## config.mk

```make
export PLATFORM = sky130hd
export DESIGN_NAME = bqa_top
export DESIGN_NICKNAME = d
export VERILOG_FILES = /design/src/bqa_pkg.sv /design/src/bqa_match.sv /design/src/bqa_top.sv
export SDC_FILE = /design/constraint.sdc
export NUM_CORES = 1
export LEC_CHECK = 0
export BUFFER_PORTS_ARGS = -buffer_cell sky130_fd_sc_hd__buf_2
export CORE_ASPECT_RATIO = 2
export CORE_MARGIN = 1.5
export CORE_UTILIZATION = 55
export CTS_CLUSTER_DIAMETER = 80
export DETAILED_ROUTE_END_ITERATION = 12
export PLACE_DENSITY = 0.77
export RECOVER_POWER = 25
export SLEW_MARGIN = 15
export SYNTH_ARGS = -nofsm -noshare
export SYNTH_HDL_FRONTEND = slang
export SYNTH_SLANG_ARGS = --single-unit
```

## constraint.sdc

```tcl
create_clock -name sys_clk -period 2 [get_ports sys_clk]
set_clock_uncertainty 0.1 [all_clocks]
set_input_delay 0 -clock sys_clk [delete_from_list [all_inputs] [get_ports sys_clk]]
set_output_delay 0 -clock sys_clk [all_outputs]
set_load 0.01 [all_outputs]
```

## src/bqa_pkg.sv

```systemverilog
// Purpose: Shared constants for the queue allocation event matcher
// Assumes: Event-select word layout with mask in bits 24:9
// Notes:   Register map is a local choice, one aligned word each
package bqa_pkg;
	// ----------------------------------------------------------------
	// Register byte offsets on APB
	// ----------------------------------------------------------------
	localparam logic [11:0] OFS_SEL_A  = 12'h000; // Event select a
	localparam logic [11:0] OFS_SEL_B  = 12'h004; // Event select b
	localparam logic [11:0] OFS_CFG_A  = 12'h008; // Counter config a
	localparam logic [11:0] OFS_CFG_B  = 12'h00c; // Counter config b
	localparam logic [11:0] OFS_MODEL  = 12'h010; // Model encoding
	localparam logic [11:0] OFS_STAT   = 12'h014; // Match status
	// ----------------------------------------------------------------
	// Event select word fields
	// ----------------------------------------------------------------
	localparam int          SEL_CODE_LO = 25;      // Code bits 31:25
	localparam logic [6:0]  SEL_CODE    = 7'h03;   // Queue alloc event
	localparam int          MASK_LO     = 9;       // Mask bits 24:9
	localparam int          CFG_SEL_LO  = 13;      // Config bits 15:13
	localparam logic [2:0]  CFG_SEL     = 3'h6;    // Bus config group
	localparam int          CFG_EDGE    = 0;       // Edge-trigger bit
	// ----------------------------------------------------------------
	// Mask field positions
	// ----------------------------------------------------------------
	localparam int          M_REQ_LO    = 0;       // Request type 4:0
	localparam int          M_ALL_RD    = 5;
	localparam int          M_ALL_WR    = 6;
	localparam int          M_MEM_LO    = 7;       // Memory types 11:7
	localparam int          M_OWN       = 13;
	localparam int          M_OTHER     = 14;
	localparam int          M_PREFETCH  = 15;
	localparam logic [4:0]  REQ_DEFAULT = 5'h01;   // Invalid or default
	localparam logic [3:0]  MODEL_AND   = 4'h2;    // AND form from here
	// ----------------------------------------------------------------
	// Reset values
	// ----------------------------------------------------------------
	localparam logic [31:0] RST_SEL     = 32'h0000_0000;
	localparam logic [31:0] RST_CFG     = 32'h0000_0000;
	localparam logic [3:0]  RST_MODEL   = 4'h0;
endpackage : bqa_pkg

```

## src/bqa_match.sv

```systemverilog
// Purpose: Combinational match of one allocation against one mask
// Assumes: Memory type and request type arrive one-hot / coded
// Notes:   Pure logic, no state; instantiated per event select
`timescale 1ns/1ps
`default_nettype none
module bqa_match (
	input  wire logic [15:0] mask,      // Event mask field
	input  wire logic        and_form,  // Model encoding two or above
	input  wire logic [4:0]  req_type,  // Allocated request type
	input  wire logic        is_read,   // Read class
	input  wire logic        is_write,  // Write class
	input  wire logic [4:0]  mem_type,  // One-hot memory type
	input  wire logic        own_agent, // Issued by this processor
	input  wire logic        prefetch,  // Prefetch sector
	output logic             hit        // Allocation qualifies
);
	logic req_m;   // Request-type term
	logic rw_m;    // All-reads / all-writes term
	logic mem_m;   // Memory-type term
	logic src_m;   // Source-agent term
	logic pf_ok;   // Prefetch admission

	// ----------------------------------------------------------------
	// Terms
	// ----------------------------------------------------------------
	always_comb begin
		req_m = (req_type == mask[bqa_pkg::M_REQ_LO +: 5]);
		rw_m  = (mask[bqa_pkg::M_ALL_RD] & is_read) |
			(mask[bqa_pkg::M_ALL_WR] & is_write);
		mem_m = |(mask[bqa_pkg::M_MEM_LO +: 5] & mem_type);
		src_m = (mask[bqa_pkg::M_OWN] & own_agent) |
			(mask[bqa_pkg::M_OTHER] & ~own_agent);
		pf_ok = ~(is_read & prefetch) | mask[bqa_pkg::M_PREFETCH];
		if (and_form) begin
			hit = req_m & rw_m & mem_m & src_m & pf_ok;
		end else if (mask[bqa_pkg::M_ALL_RD] | mask[bqa_pkg::M_ALL_WR]) begin
			hit = (req_m | rw_m) & src_m & pf_ok;
		end else begin
			hit = (req_m | mem_m) & src_m & pf_ok;
		end
	end
endmodule : bqa_match
`default_nettype wire

```

## src/bqa_top.sv

```systemverilog
// What this block does
// - Bits 13/14 select own or other agent
// - Model two up ANDs all four terms
// - Bits 4:0 one request-type field, default 00001
// - Bits 7 to 11 select memory types
// - Prefetch clear excludes prefetched read sectors
// - Model encoding picks OR or AND form
// - All-reads/writes make legacy ignore memory bits
//
// Purpose: Qualify queue allocations and pulse four counter inputs
// Assumes: APB slave, one clock, synchronous active-high reset
// Notes:   Allocation inputs come from same-clock logic, no sync
//
// Design decisions made here: the register addresses and the APB slave port.
`timescale 1ns/1ps
`default_nettype none
module bqa_top (
	input  wire logic        sys_clk,    // 10 MHz core clock
	input  wire logic        rst,        // Sync reset, active high
	input  wire logic        psel,       // APB select
	input  wire logic        penable,    // APB access phase
	input  wire logic        pwrite,     // APB direction
	input  wire logic [11:0] paddr,      // APB byte address
	input  wire logic [31:0] pwdata,     // APB write data
	output logic      [31:0] prdata,     // APB read data
	output logic             pready,     // APB ready
	output logic             pslverr,    // APB error
	input  wire logic        alloc_vld,  // Allocation strobe
	input  wire logic [4:0]  req_type,   // Request type
	input  wire logic        is_read,    // Read class
	input  wire logic        is_write,   // Write class
	input  wire logic [4:0]  mem_type,   // One-hot memory type
	input  wire logic        own_agent,  // Own processor request
	input  wire logic        prefetch,   // Prefetch sector
	output logic      [3:0]  cnt_pulse   // Count pulses, counters 0-3
);
	// ----------------------------------------------------------------
	// State
	// ----------------------------------------------------------------
	logic [31:0] sel_a, sel_b, next_sel_a, next_sel_b;   // Event selects
	logic [31:0] cfg_a, cfg_b, next_cfg_a, next_cfg_b;   // Counter configs
	logic [3:0]  model, next_model;                      // Model encoding
	logic [31:0] next_prdata;
	logic        next_pready, next_pslverr;
	logic [3:0]  next_cnt_pulse;
	logic [1:0]  hit_prev, next_hit_prev;   // Previous hit for edges
	logic [3:0]  match_seen, next_match_seen; // Sticky status
	logic [1:0]  hit;                        // Raw matches a, b
	logic [1:0]  armed;                      // Selector codes correct
	logic [1:0]  edge_mode;                  // Edge-trigger chosen
	logic        and_form;
	logic        access;                     // Access phase, unanswered
	logic        mapped;

	assign and_form = (model >= bqa_pkg::MODEL_AND);

	// ----------------------------------------------------------------
	// Matchers, one per event select
	// ----------------------------------------------------------------
	bqa_match u_match_a (
		.mask      (sel_a[bqa_pkg::MASK_LO +: 16]),
		.and_form  (and_form),
		.req_type  (req_type),
		.is_read   (is_read),
		.is_write  (is_write),
		.mem_type  (mem_type),
		.own_agent (own_agent),
		.prefetch  (prefetch),
		.hit       (hit[0])
	);
	bqa_match u_match_b (
		.mask      (sel_b[bqa_pkg::MASK_LO +: 16]),
		.and_form  (and_form),
		.req_type  (req_type),
		.is_read   (is_read),
		.is_write  (is_write),
		.mem_type  (mem_type),
		.own_agent (own_agent),
		.prefetch  (prefetch),
		.hit       (hit[1])
	);

	// ----------------------------------------------------------------
	// Count pulse generation
	// ----------------------------------------------------------------
	always_comb begin
		// event and config codes must match
		armed[0] = (sel_a[31:bqa_pkg::SEL_CODE_LO] == bqa_pkg::SEL_CODE) &&
			(cfg_a[bqa_pkg::CFG_SEL_LO +: 3] == bqa_pkg::CFG_SEL);
		armed[1] = (sel_b[31:bqa_pkg::SEL_CODE_LO] == bqa_pkg::SEL_CODE) &&
			(cfg_b[bqa_pkg::CFG_SEL_LO +: 3] == bqa_pkg::CFG_SEL);
		edge_mode[0] = cfg_a[bqa_pkg::CFG_EDGE];
		edge_mode[1] = cfg_b[bqa_pkg::CFG_EDGE];
		next_hit_prev = alloc_vld ? (hit & armed) : 2'h0;
		// select a to counters 0,1; b to 2,3
		next_cnt_pulse = 4'h0;
		for (int i = 0; i < 2; i++) begin
			if (alloc_vld && hit[i] && armed[i] &&
			    !(edge_mode[i] && hit_prev[i])) begin
				next_cnt_pulse[2*i]   = 1'b1;
				next_cnt_pulse[2*i+1] = 1'b1;
			end
		end
	end

	// ----------------------------------------------------------------
	// APB slave: one wait state, error on unmapped address
	// ----------------------------------------------------------------
	always_comb begin
		access       = psel && penable && !pready;
		next_sel_a   = sel_a;
		next_sel_b   = sel_b;
		next_cfg_a   = cfg_a;
		next_cfg_b   = cfg_b;
		next_model   = model;
		next_prdata  = 32'h0000_0000;
		next_pready  = access;
		next_pslverr = 1'b0;
		// Hardware set wins over software clear of status
		next_match_seen = match_seen;
		mapped = 1'b1;
		unique case (paddr)
			bqa_pkg::OFS_SEL_A: next_prdata = sel_a;
			bqa_pkg::OFS_SEL_B: next_prdata = sel_b;
			bqa_pkg::OFS_CFG_A: next_prdata = cfg_a;
			bqa_pkg::OFS_CFG_B: next_prdata = cfg_b;
			bqa_pkg::OFS_MODEL: next_prdata = {28'h0000000, model};
			bqa_pkg::OFS_STAT:  next_prdata = {28'h0000000, match_seen};
			default:            mapped = 1'b0;
		endcase
		if (!access) begin
			next_prdata = 32'h0000_0000;
		end else if (!mapped) begin
			next_pslverr = 1'b1;
			next_prdata  = 32'h0000_0000;
		end else if (pwrite) begin
			next_prdata = 32'h0000_0000;
		end
		// Write lands only on the edge that completes the transfer
		if (psel && penable && pready && pwrite) begin
			unique case (paddr)
				bqa_pkg::OFS_SEL_A: next_sel_a = pwdata;
				bqa_pkg::OFS_SEL_B: next_sel_b = pwdata;
				bqa_pkg::OFS_CFG_A: next_cfg_a = pwdata;
				bqa_pkg::OFS_CFG_B: next_cfg_b = pwdata;
				bqa_pkg::OFS_MODEL: next_model = pwdata[3:0];
				bqa_pkg::OFS_STAT:  next_match_seen = match_seen & ~pwdata[3:0];
				default:            next_model = model;
			endcase
		end
		next_match_seen = next_match_seen | next_cnt_pulse;
	end

	// ----------------------------------------------------------------
	// Registers
	// ----------------------------------------------------------------
	always_ff @(posedge sys_clk) begin
		if (rst) begin
			sel_a      <= bqa_pkg::RST_SEL;
			sel_b      <= bqa_pkg::RST_SEL;
			cfg_a      <= bqa_pkg::RST_CFG;
			cfg_b      <= bqa_pkg::RST_CFG;
			model      <= bqa_pkg::RST_MODEL;
			prdata     <= 32'h0000_0000;
			pready     <= 1'b0;
			pslverr    <= 1'b0;
			cnt_pulse  <= 4'h0;
			hit_prev   <= 2'h0;
			match_seen <= 4'h0;
		end else begin
			sel_a      <= next_sel_a;
			sel_b      <= next_sel_b;
			cfg_a      <= next_cfg_a;
			cfg_b      <= next_cfg_b;
			model      <= next_model;
			prdata     <= next_prdata;
			pready     <= next_pready;
			pslverr    <= next_pslverr;
			cnt_pulse  <= next_cnt_pulse;
			hit_prev   <= next_hit_prev;
			match_seen <= next_match_seen;
		end
	end

	// ----------------------------------------------------------------
	// Checks
	// ----------------------------------------------------------------
	pair_a_a: assert property (@(posedge sys_clk) disable iff (rst)
		cnt_pulse[0] == cnt_pulse[1] && cnt_pulse[2] == cnt_pulse[3])
		else $error("counter pair pulses differ");
	code_gate_a: assert property (@(posedge sys_clk) disable iff (rst)
		!armed[0] |=> !cnt_pulse[0])
		else $error("pulse without correct codes");
	and_form_a: assert property (@(posedge sys_clk) disable iff (rst)
		(alloc_vld && armed[0] && and_form &&
		 !(is_read & sel_a[bqa_pkg::MASK_LO+bqa_pkg::M_ALL_RD]) &&
		 !(is_write & sel_a[bqa_pkg::MASK_LO+bqa_pkg::M_ALL_WR]))
		|=> !cnt_pulse[0])
		else $error("AND form counted without rw term");
	src_a: assert property (@(posedge sys_clk) disable iff (rst)
		(alloc_vld && own_agent && !sel_a[bqa_pkg::MASK_LO+bqa_pkg::M_OWN])
		|=> !cnt_pulse[0])
		else $error("own agent counted while deselected");
	pf_excl_a: assert property (@(posedge sys_clk) disable iff (rst)
		(alloc_vld && is_read && prefetch &&
		 !sel_a[bqa_pkg::MASK_LO+bqa_pkg::M_PREFETCH]) |=> !cnt_pulse[0])
		else $error("prefetch read counted");
	no_alloc_a: assert property (@(posedge sys_clk) disable iff (rst)
		!alloc_vld |=> cnt_pulse == 4'h0)
		else $error("pulse without allocation");
	edge_once_a: assert property (@(posedge sys_clk) disable iff (rst)
		(edge_mode[0] && $stable(cfg_a)) |-> !(cnt_pulse[0] && $past(cnt_pulse[0])))
		else $error("edge mode counted twice");
	status_a: assert property (@(posedge sys_clk) disable iff (rst)
		cnt_pulse[0] |-> match_seen[0])
		else $error("status missed a pulse");
	apb_rdy_a: assert property (@(posedge sys_clk) disable iff (rst)
		(psel && penable && !pready) |=> pready)
		else $error("apb answer late");
endmodule : bqa_top
`default_nettype wire
```

==> impl_metrics.tcl, run 1 <==
set metrics [dict create \
    async_reset_ff_frac 0 \
    synth_ff_type "dfxtp_1" \
    finalCritPeriodShare 0.964 \
    reg2reg_to "match_seen[2]" \
    io_pins 102 \
    drv_slew 0 \
    n_antenna_cell 0 \
    cellPowerDensity_nw_per_um2 832 \
    p_switching_mw 1.65 \
    core_area_um2 12500 \
    path_class "reg -> reg" \
    cp_max_fo 3 \
    grt_usage 0.315 \
    synth_area_leader_cell "dfxtp_1" \
    cts_max_level 4 \
    sequentialPowerShare 0.477 \
    whs_ns -0.0355 \
    clock_path_buffers 2 \
    syn_nets 889 \
    max_freq_ghz 0.519 \
    synth-seq-area-share 0.499 \
    initial_core_util 0.559 \
    gp_congestion 0.866 \
    min_to "prdata[1]" \
    fin_cells 1121 \
    grt_pass1_vias 6520 \
    cellLeakagePower_nw 3.06 \
    r2r_slack_ns 0.07 \
    syn2layout_area_growth_pct 25.1 \
    r2r_start "sel_b[16]" \
    end_kind "flop" \
    p_comb_frac 0.043 \
    layout-drive-gt1-share 0.181 \
    cts_tree "done" \
    route.detailed.drc 0 \
    clock-root-buffer "clkbuf_16" \
    worstMarginPinSlew_ns 0.779 \
    whs_path_depth 5 \
    relSlewSlack 0.480 \
    synthDistinctLibCells 50 \
    synth.area.top_cells "dfxtp_1 (50%), nand2_1 (14%), a21oi_1 (9.9%), mux2_2 (4.2%), a222oi_1 (3.9%)" \
    pwr-share-clk 0.480 \
    max_cap_violations 0 \
    viasPerCell 5.85 \
    numPortBuffers 101 \
    reg2reg_depth 5 \
    vias 6563 \
    finalHoldViolCount 3 \
    setup_tns_ns 0 \
    ir_worst_vdd_mv 0.900 \
    min_period_ns 1.93 \
    synthCells 825 \
    hold_class "in -> reg" \
    rsz0062_at_grt "false" \
    drt_iter0_markers 730 \
    critPathLaunchType "flop" \
    synth_top_cell_area_share 0.499 \
    sw_frac_of_total 0.227 \
    numCtsBuffers 17 \
    dieArea_um2 13400 \
    avgSynthCellArea_um2 8.46 \
    fin_nets 1022 \
    post_drt_wl_per_cell_um 18.0 \
    wirelength_mm 20.2 \
    dp.cells 1046 \
    required_ns 2.22 \
    grt_overflow_total 0 \
    numClockSinks 174 \
    chipWidth_um 82.7 \
    grt_max_degree 110 \
    row_count 58 \
    ys_ff_latch 174 \
    antenna_found_initial 0 \
    worstSkewPairLatency_ns 0.43 \
    synth-edff-count 0 \
    detail-route-antenna-nets 0 \
    dr.pass1.iters 8 \
    grt_first_pass_wirelength_mm 31.7 \
    setup_viol 0 \
    internal_power_mw 5.62 \
    ys_warn_count 0 \
    mappedNetlistArea_um2 6980 \
    dp_hpwl_mm 12.8 \
    cts.reportedPaths.clkPinSlew_ns 0.07 \
    worstPathArrival_ns 2.14 \
    status "complete, but fails checks" \
    holdCritStartpoint "psel" \
    fp.dieH_um 162 \
    post_cts.repair.setup_buffers 0 \
    violations "negative hold slack" \
]
[what timing repair did]
action	in CTS	in global routing
pin swaps	0	0
setup endpoints to repair	2	4
hold buffers	43	0
endpoints found under the hold margin	146	0
resized for setup	1	4
[kinds of logic (layout without fill, tap and decap cells)]
kind of cell / after synthesis / count (layout) / share of synthesized area
muxes: 40 / 40 / 0.0692
AOI/OAI and AO/OA: 190 / 190 / 0.168
xor gates and xnor gates: 10 / 10 / 0.0125
and+or+nand+nor: 343 / 343 / 0.206
DFF: 174 / 174 / 0.499
buffers and inverters: 68 / 214 / 0.0450
[critical path, cell delays in order, from the launching register on]
cell and delay [ns]:
dfxtp_1 0.34, a222oi_1 0.45, a211oi_1 0.13, o21ai_0 0.41
a221oi_2 0.14, a31o_2 0.24
[layout by cell type, fill, tap and decap left out, types with 4 or more instances in the layout]
master,n
clkbuf_16,17
nor2_1,41
buf_2,63
mux2_2,26
a22oi_1,6
a31o_2,4
nand3_1,7
dfxtp_1,174
a21oi_1,138
nor3_1,5
buf_4,28
inv_8,4
nand2_1,264
inv_1,5
xnor2_1,5
mux2i_1,10
mux4_2,4
buf_12,4
clkbuf_1,38
clkinvlp_4,4
a222oi_1,27
dlygate4sd3_1,43
xor2_1,5
[metrics by stage]
| step | worst slack [ns] | area [µm²] | util | power (mW) | hold WS (ns) |
|---|---|---|---|---|---|
| 5_1_grt | 0.0116 | 8730 | 0.700 | 7.46 | -0.00303 |
| 2_1_floorplan | 0.169 | 6980 | - | 3.64 | 0.0360 |
| 4_1_cts | 0.0362 | 8770 | 0.702 | 7.30 | 0.00286 |
| 6_report | 0.0725 | 8730 | 0.700 | 7.27 | -0.0355 |
| 3_5_place_dp | 0.00745 | 7700 | 0.617 | 3.79 | 0.159 |
| 3_3_place_gp | 0.0163 | 7700 | 0.617 | 3.79 | 0.156 |
[sequential cells by signal, indices dropped and copies added, names as in the netlist]
| name | cells |
|---|---|
| cfg_b | 32 |
| pslverr | 1 |
| match_seen | 4 |
| model | 4 |
| hit_prev | 2 |
| sel_b | 32 |
| cfg_a | 32 |
| pready | 1 |
| prdata | 32 |
| sel_a | 32 |
| cnt_pulse | 2 |
[worst max path at each step]
| stage | endpoint | startpoint | slack [ns] | cells past startpoint |
|---|---|---|---|---|
| after floorplan | match_seen[0] | sel_a[28] | 0.17 | 5 |
| after global placement | match_seen[0] | sel_a[28] | 0.02 | 5 |
| after detailed placement | match_seen[0] | sel_a[28] | 0.007 | 5 |
| after CTS | match_seen[0] | sel_a[28] | 0.04 | 5 |
| after global routing | match_seen[2] | sel_b[16] | 0.01 | 5 |
| final | match_seen[2] | sel_b[16] | 0.07 | 5 |
[cell type report]
cell class	count	area [µm²]
inverters	6	22.5
clock buffers	17	425
flip-flops and latches	174	3480
fillers	1023	3750
well taps	150	188
repair buffers	176	1180
clock inverters	15	204
multi-input cells	583	3230
[power by group through the flow]
| stage | combinational [mW] | sequential (mW) | clock, mW |
|---|---|---|---|
| global placement | 0.246 | 3.54 | 0 |
| floorplan | 0.0944 | 3.55 | 0 |
| finish | 0.316 | 3.47 | 3.49 |
| global route | 0.337 | 3.46 | 3.66 |
| detailed placement | 0.246 | 3.54 | 0 |
| CTS | 0.311 | 3.46 | 3.53 |
[Yosys cell counts, types with 2 or more instances]
library cell	count
nand2_1	264
dfxtp_1	174
a21oi_1	138
nor2_1	41
clkbuf_1	31
a222oi_1	27
mux2_2	26
buf_2	23
mux2i_1	10
nand3_1	7
a22oi_1	6
nor3_1	6
inv_1	5
xnor2_1	5
xor2_1	5
a31o_2	4
mux4_2	4
buf_1	3
buf_6	3
nand4b_1	3
a21boi_0	2
a311oi_1	2
and2_1	2
and3_1	2
buf_4	2
nand2b_1	2
nand4_1	2
nor3_4	2
nor4_1	2
o21ai_0	2
[routing by layer]
layer | track usage | vias up | routed length (µm)
met4 | 0.165 | 0 | 874
li1 | - | 3102 | -
met3 | 0.0478 | 68 | 1120
met2 | 0.574 | 289 | 11100
met5 | 0 | - | 0
met1 | 0.331 | 3104 | 7110
Note: power is estimated with default switching activity, not from simulation.
==> run 2, diff against run 1 <==
--- a/config.mk
+++ b/config.mk
@@ -5,10 +5,12 @@
 export SDC_FILE = /design/constraint.sdc
 export NUM_CORES = 1
 export LEC_CHECK = 0
+export ABC_AREA = 1
 export BUFFER_PORTS_ARGS = -buffer_cell sky130_fd_sc_hd__buf_2
 export CORE_ASPECT_RATIO = 2
 export CORE_MARGIN = 1.5
 export CORE_UTILIZATION = 55
+export CTS_BUF_LIST = sky130_fd_sc_hd__clkbuf_8
 export CTS_CLUSTER_DIAMETER = 80
 export DETAILED_ROUTE_END_ITERATION = 12
 export PLACE_DENSITY = 0.77
==> run 2 against run 1 <==
- the run now ends clean
- critical path type unchanged
- global-route usage fell by 0.79 points
- total power fell by 8.6%
- core utilization fell by 3.2 points
- die area rose by 9.9%
- critical endpoint unchanged
==> impl_metrics.tcl, run 2 <==
set metrics [dict create \
    ys_warn_count 0 \
    fp.dieH_um 170 \
    worstMarginPinSlew_ns 0.527 \
    setup_tns_ns 0 \
    antenna_found_initial 0 \
    synth_xor_area_frac 0.00683 \
    ys_ff_latch 174 \
    post_drt_wl_per_cell_um 15.9 \
    avgSynthCellArea_um2 7.17 \
    synthCells 1073 \
    synth_top_cell_area_share 0.453 \
    max_cap_violations 0 \
    synth_area_leader_cell "dfxtp_1" \
    io_pins 102 \
    clock-root-buffer "clkbuf_8" \
    detail-route-antenna-nets 0 \
    cp_max_fo 3 \
    whs_path_depth 7 \
    relSlewSlack 0.649 \
    path_class "reg -> reg" \
    end_kind "flop" \
    numCtsBuffers 17 \
    cellPowerDensity_nw_per_um2 720 \
    dr.pass1.iters 5 \
    setup_viol 0 \
    core_area_um2 13800 \
    critPathLaunchType "flop" \
    yosys.area_share.simple 0.259 \
    worstPathArrival_ns 2.26 \
    grt_pass1_vias 7307 \
    wirelength_mm 22.2 \
    finalCritPeriodShare 0.979 \
    synth-edff-count 0 \
    syn_nets 1137 \
    n_antenna_cell 0 \
    syn2layout_area_growth_pct 19.9 \
    cts_tree "done" \
    grt_first_pass_wirelength_mm 35.0 \
    numClockSinks 174 \
    gp_congestion 0.857 \
    reg2reg_depth 9 \
    synthDistinctLibCells 28 \
    finalHoldViolCount 0 \
    min_period_ns 1.96 \
    viasPerCell 5.45 \
    clock_path_buffers 2 \
    reg2reg_to "match_seen[2]" \
    fin_nets 1265 \
    layout-drive-gt1-share 0.121 \
    synth_ff_type "dfxtp_1" \
    hold_class "in -> reg" \
    min_to "match_seen[3]" \
    grt_overflow_total 0 \
    initial_core_util 0.557 \
    row_count 61 \
    status "complete, no violations" \
    holdCritStartpoint "paddr[10]" \
    rsz0062_at_grt "false" \
    drt_iter0_markers 647 \
    required_ns 2.30 \
    route.detailed.drc 0 \
    synth.area.top_cells "dfxtp_1 (45%), a21oi_1 (8.4%), nand2_1 (7.8%), inv_1 (6.6%), nor2_1 (6.1%)" \
    yosysMostFrequentCell "dfxtp_1" \
    synth_top_family_by_area "simple AND/OR/NAND/NOR gates" \
    cellLeakagePower_nw 3.52 \
    synth_common_cells "dfxtp_1 (174), nand2_1 (159), inv_1 (136)" \
    chipWidth_um 86.6 \
    power.total_mw 6.64 \
    layout_common_cells "dfxtp_1 (174), nand2_1 (161), inv_1 (137)" \
    r2r_start "sel_b[22]" \
    dp_hpwl_mm 13.9 \
    synth_compound_area_frac 0.164 \
    final_common_cell "dfxtp_1" \
    worstSkewPairLatency_ns 0.45 \
    synth-seq-area-share 0.453 \
    r2r_slack_ns 0.04 \
    synthMuxAreaShare 0 \
    grt_usage 0.307 \
    vias 7628 \
    max_freq_ghz 0.511 \
    async_reset_ff_frac 0 \
    drv_slew 0 \
    dieArea_um2 14700 \
    numPortBuffers 101 \
    synth_fa_ha_area_frac 0 \
    cts.reportedPaths.clkPinSlew_ns 0.09 \
    cts_max_level 4 \
    grt_max_degree 92 \
    ir_worst_vdd_mv 0.446 \
    mappedNetlistArea_um2 7690 \
]
[run 2: cell count changes in the layout (fill, tap and decap cells not counted), sizes merged, moves of 42 or more]
cell,change
nand2,-96
inv,+134
nand3,+84
o21ai,+98
nor2,+92
nand4,+42
[run 2: area by class of cell]
type | count | area, µm²
clock buffers | 19 | 262
clock inverters | 10 | 188
fillers | 1215 | 4600
inverters | 143 | 537
multi-input cells | 689 | 3320
flip-flops and latches | 174 | 3480
well taps | 189 | 236
repair buffers | 176 | 1200
[run 2: how the worst max path moves through the flow]
| stage | from | slack, ns | endpoint | cells after the start |
|---|---|---|---|---|
| after floorplan | pready | 0.52 | cfg_b[11] | 6 |
| after global placement | pready | 0.35 | cfg_b[4] | 5 |
| after detailed placement | pready | 0.31 | cfg_b[30] | 5 |
| after CTS | sel_a[25] | 0.08 | match_seen[0] | 9 |
| after global routing | sel_b[22] | 0.002 | match_seen[2] | 9 |
| final | sel_b[22] | 0.04 | match_seen[2] | 9 |
[run 2: kinds of logic (layout without fill, tap and decap cells)]
logic type             count (synthesis)  count (layout)
XOR/XNOR                               6               6
AND/OR/NAND/NOR                      441             441
buffers and inverters                210             348
flip-flops                           174             174
AO/OA/AOI/OAI                        242             242
[run 2: layer usage]
metal | global-route usage | part of all wire | wire length, µm
met1 | 0.339 | 0.38 | 8430
met5 | 0 | 0 | 0
met2 | 0.544 | 0.53 | 11700
met4 | 0.172 | 0.043 | 961
met3 | 0.0519 | 0.050 | 1120
[run 2: per-stage QoR]
| step | std cells | worst slack [ns] | instance area (µm²) | hold WS [ns] | util |
|---|---|---|---|---|---|
| floorplan | 1073 | 0.519 | 7690 | -0.0000501 | - |
| global placement | 1320 | 0.354 | 8300 | 0.165 | 0.601 |
| detailed placement | 1320 | 0.307 | 8300 | 0.166 | 0.601 |
| CTS | 1400 | 0.0802 | 9260 | 0.00233 | 0.670 |
| global route | 1400 | 0.00221 | 9220 | 0.0358 | 0.667 |
| finish | 1400 | 0.0427 | 9220 | 0.0171 | 0.667 |
[run 2: repair_timing]
action | CTS | global route
setup endpoints to repair | 0 | 6
buffers inserted | 0 | 0
resized for setup | 0 | 3
hold endpoints to repair | 141 | 0
hold buffers | 51 | 0
[run 2: critical path: stages (launching register included)]
cell,delay (ns)
dfxtp_1,0.34
inv_1,0.06
nand2_1,0.05
nand2_1,0.05
nor2_1,0.16
dlygate4sd3_1,0.57
nand3_1,0.08
a21oi_1,0.24
nand3_2,0.18
nand2_1,0.09
[run 2: power by group]
| part | internal (mW) | switching, mW |
|---|---|---|
| sequential | 3.46 | 0.000742 |
| clock | 1.54 | 1.26 |
| combinational | 0.155 | 0.221 |
| total | 5.16 | 1.48 |
==> run 3, diff against run 2 <==
==> constraint.sdc (replaced) <==
create_clock -name sys_clk -period 2.41 [get_ports sys_clk]
set_clock_uncertainty 0.1 [all_clocks]
set_input_delay 0 -clock sys_clk [delete_from_list [all_inputs] [get_ports sys_clk]]
set_output_delay 0 -clock sys_clk [all_outputs]
set_load 0.01 [all_outputs]
==> run 3 against run 2 <==
- combinational power shrank 15%
- sequential share of layout area shrank 0.22 points
- sequential power shrank 17%
- critical path type unchanged
- clock-buffer cell count shrank 1
- design area grew 0.60%
- flip-flop and latch count is the same
- routed wire length grew 2.8%
- register-to-register slack gained 0.07 ns
- critical endpoint is now match_seen[0]
- via count grew 2.0%
- first-iteration DRC count shrank 11%
==> impl_metrics.tcl, run 3 (synthesized netlist as in run 2, its figures left out) <==
set metrics [dict create \
    post_drt_wl_per_cell_um 16.1 \
    antenna_found_initial 0 \
    grt_first_pass_wirelength_mm 36.1 \
    syn2layout_area_growth_pct 20.6 \
    path_cells "inv_1 -> nand3_1 -> dlygate4sd3_1 -> nand3_1 -> dlygate4sd3_1 -> a21oi_1 -> nand3_2 -> nand2_1" \
    max_cap_violations 0 \
    worstSkewPairLatency_ns 0.46 \
    min_period_ns 2.30 \
    grt_pass1_vias 7510 \
    fin_nets 1281 \
    relSlewSlack 0.466 \
    detail-route-antenna-nets 0 \
    regArea_um2 3480 \
    max_freq_ghz 0.435 \
    cellLeakagePower_nw 3.53 \
    setup_viol 0 \
    dieArea_um2 14700 \
    grt_max_degree 65 \
    rsz0062_at_grt "false" \
    dr.pass1.iters 11 \
    fin_cells 1418 \
    wirelength_mm 22.8 \
    numCtsBuffers 17 \
    clock_path_buffers 2 \
    vias 7778 \
    multiInputGateArea_um2 3310 \
    hold_class "in -> reg" \
    wl_met2_mm 12.1 \
    required_ns 2.73 \
    dp_hpwl_mm 14.1 \
    path_class "reg -> reg" \
    layout-drive-gt1-share 0.121 \
    wl_met1_mm 8.47 \
    worstMarginPinSlew_ns 0.800 \
    critPathBufInv 3 \
    numPortBuffers 101 \
    nFillCells 1221 \
    n_antenna_cell 0 \
    viasPerCell 5.49 \
    ir_worst_vdd_mv 0.366 \
    grt_overflow_total 0 \
    drt_iter0_markers 578 \
    top_layer "met4" \
    cp_max_fo 3 \
    clock-root-buffer "clkbuf_8" \
    route.detailed.drc 0 \
    cts_max_level 4 \
    dp.cells 1316 \
    layout_common_cells "dfxtp_1 (174), nand2_1 (159), inv_1 (138)" \
    critPathSlowestCell "dlygate4sd3_1" \
    core_area_um2 13800 \
    final_common_cell "dfxtp_1" \
    max_stage_delay_ns 0.57 \
    critPathLaunchType "flop" \
    finalCritPeriodShare 0.954 \
    end_kind "flop" \
    fp.dieH_um 170 \
    cts_tree "done" \
    cellPowerDensity_nw_per_um2 564 \
    initial_core_util 0.557 \
    wl_met3_mm 1.28 \
    chipWidth_um 86.6 \
    fin_ws_ns 0.110 \
    dp_slack_ns 0.509 \
    critical_path.top_delay_family "buffers and inverters" \
    drv_slew 0 \
    row_count 61 \
    gp_congestion 0.907 \
    worstPathArrival_ns 2.62 \
    whs_ns 0.0325 \
    power.total_mw 5.23 \
    finalHoldViolCount 0 \
    setup_tns_ns 0 \
    io_pins 102 \
    grt_usage 0.315 \
    cts.reportedPaths.clkPinSlew_ns 0.10 \
    status "complete, no violations" \
    numClockSinks 174 \
]
## run 3: worst paths after layout
check / from / end / slack [ns] / cells past startpoint
worst max-delay path: sel_a[24] / match_seen[0] / 0.11 / 8
worst min-delay path: paddr[8] / prdata[1] / 0.03 / 8
worst max register to register: sel_a[24] / match_seen[0] / 0.11 / 8
worst min register to register: cfg_a[24] / cfg_a[24] / 0.35 / 2
## run 3: layer usage
metal | vias to the layer above | global-route usage
met2 | 347 | 0.565
met5 | - | 0
met4 | 0 | 0.177
met1 | 3583 | 0.346
met3 | 82 | 0.0480
li1 | 3766 | -
## run 3: tightest hold or removal path: cells and delay by family
| family | cells | cell delay (ns) |
|---|---|---|
| buffers and inverters | 2 | 0.13 |
| AOI/OAI and AO/OA | 1 | 0.06 |
| and+or+nand+nor | 5 | 0.36 |
## run 3: where the power goes
| part | switching, mW | leakage (nW) | internal (mW) |
|---|---|---|---|
| clock network | 1.09 | 0.191 | 0.949 |
| registers | 0.000792 | 1.40 | 2.87 |
| logic | 0.189 | 1.94 | 0.133 |
## run 3: area by class of cell
cell class	count	share of cell area
repair buffers	192	0.142
well taps	189	0.0255
flip-flops and latches	174	0.376
clock inverters	13	0.0152
clock buffers	18	0.0267
multi-input cells	689	0.357
inverters	143	0.0584
## run 3: per-stage QoR
stage | util | area (µm²)
final | 0.671 | 9270
after global routing | 0.671 | 9270
after CTS | 0.673 | 9300
after detailed placement | 0.596 | 8230
after global placement | 0.596 | 8230
after floorplan | - | 7690
## run 3: repair_timing
action,in CTS,in global routing
resized for setup,0,5
endpoints found under the hold margin,145,0
setup endpoints to repair,0,16
hold buffers,68,0
setup buffers,0,4
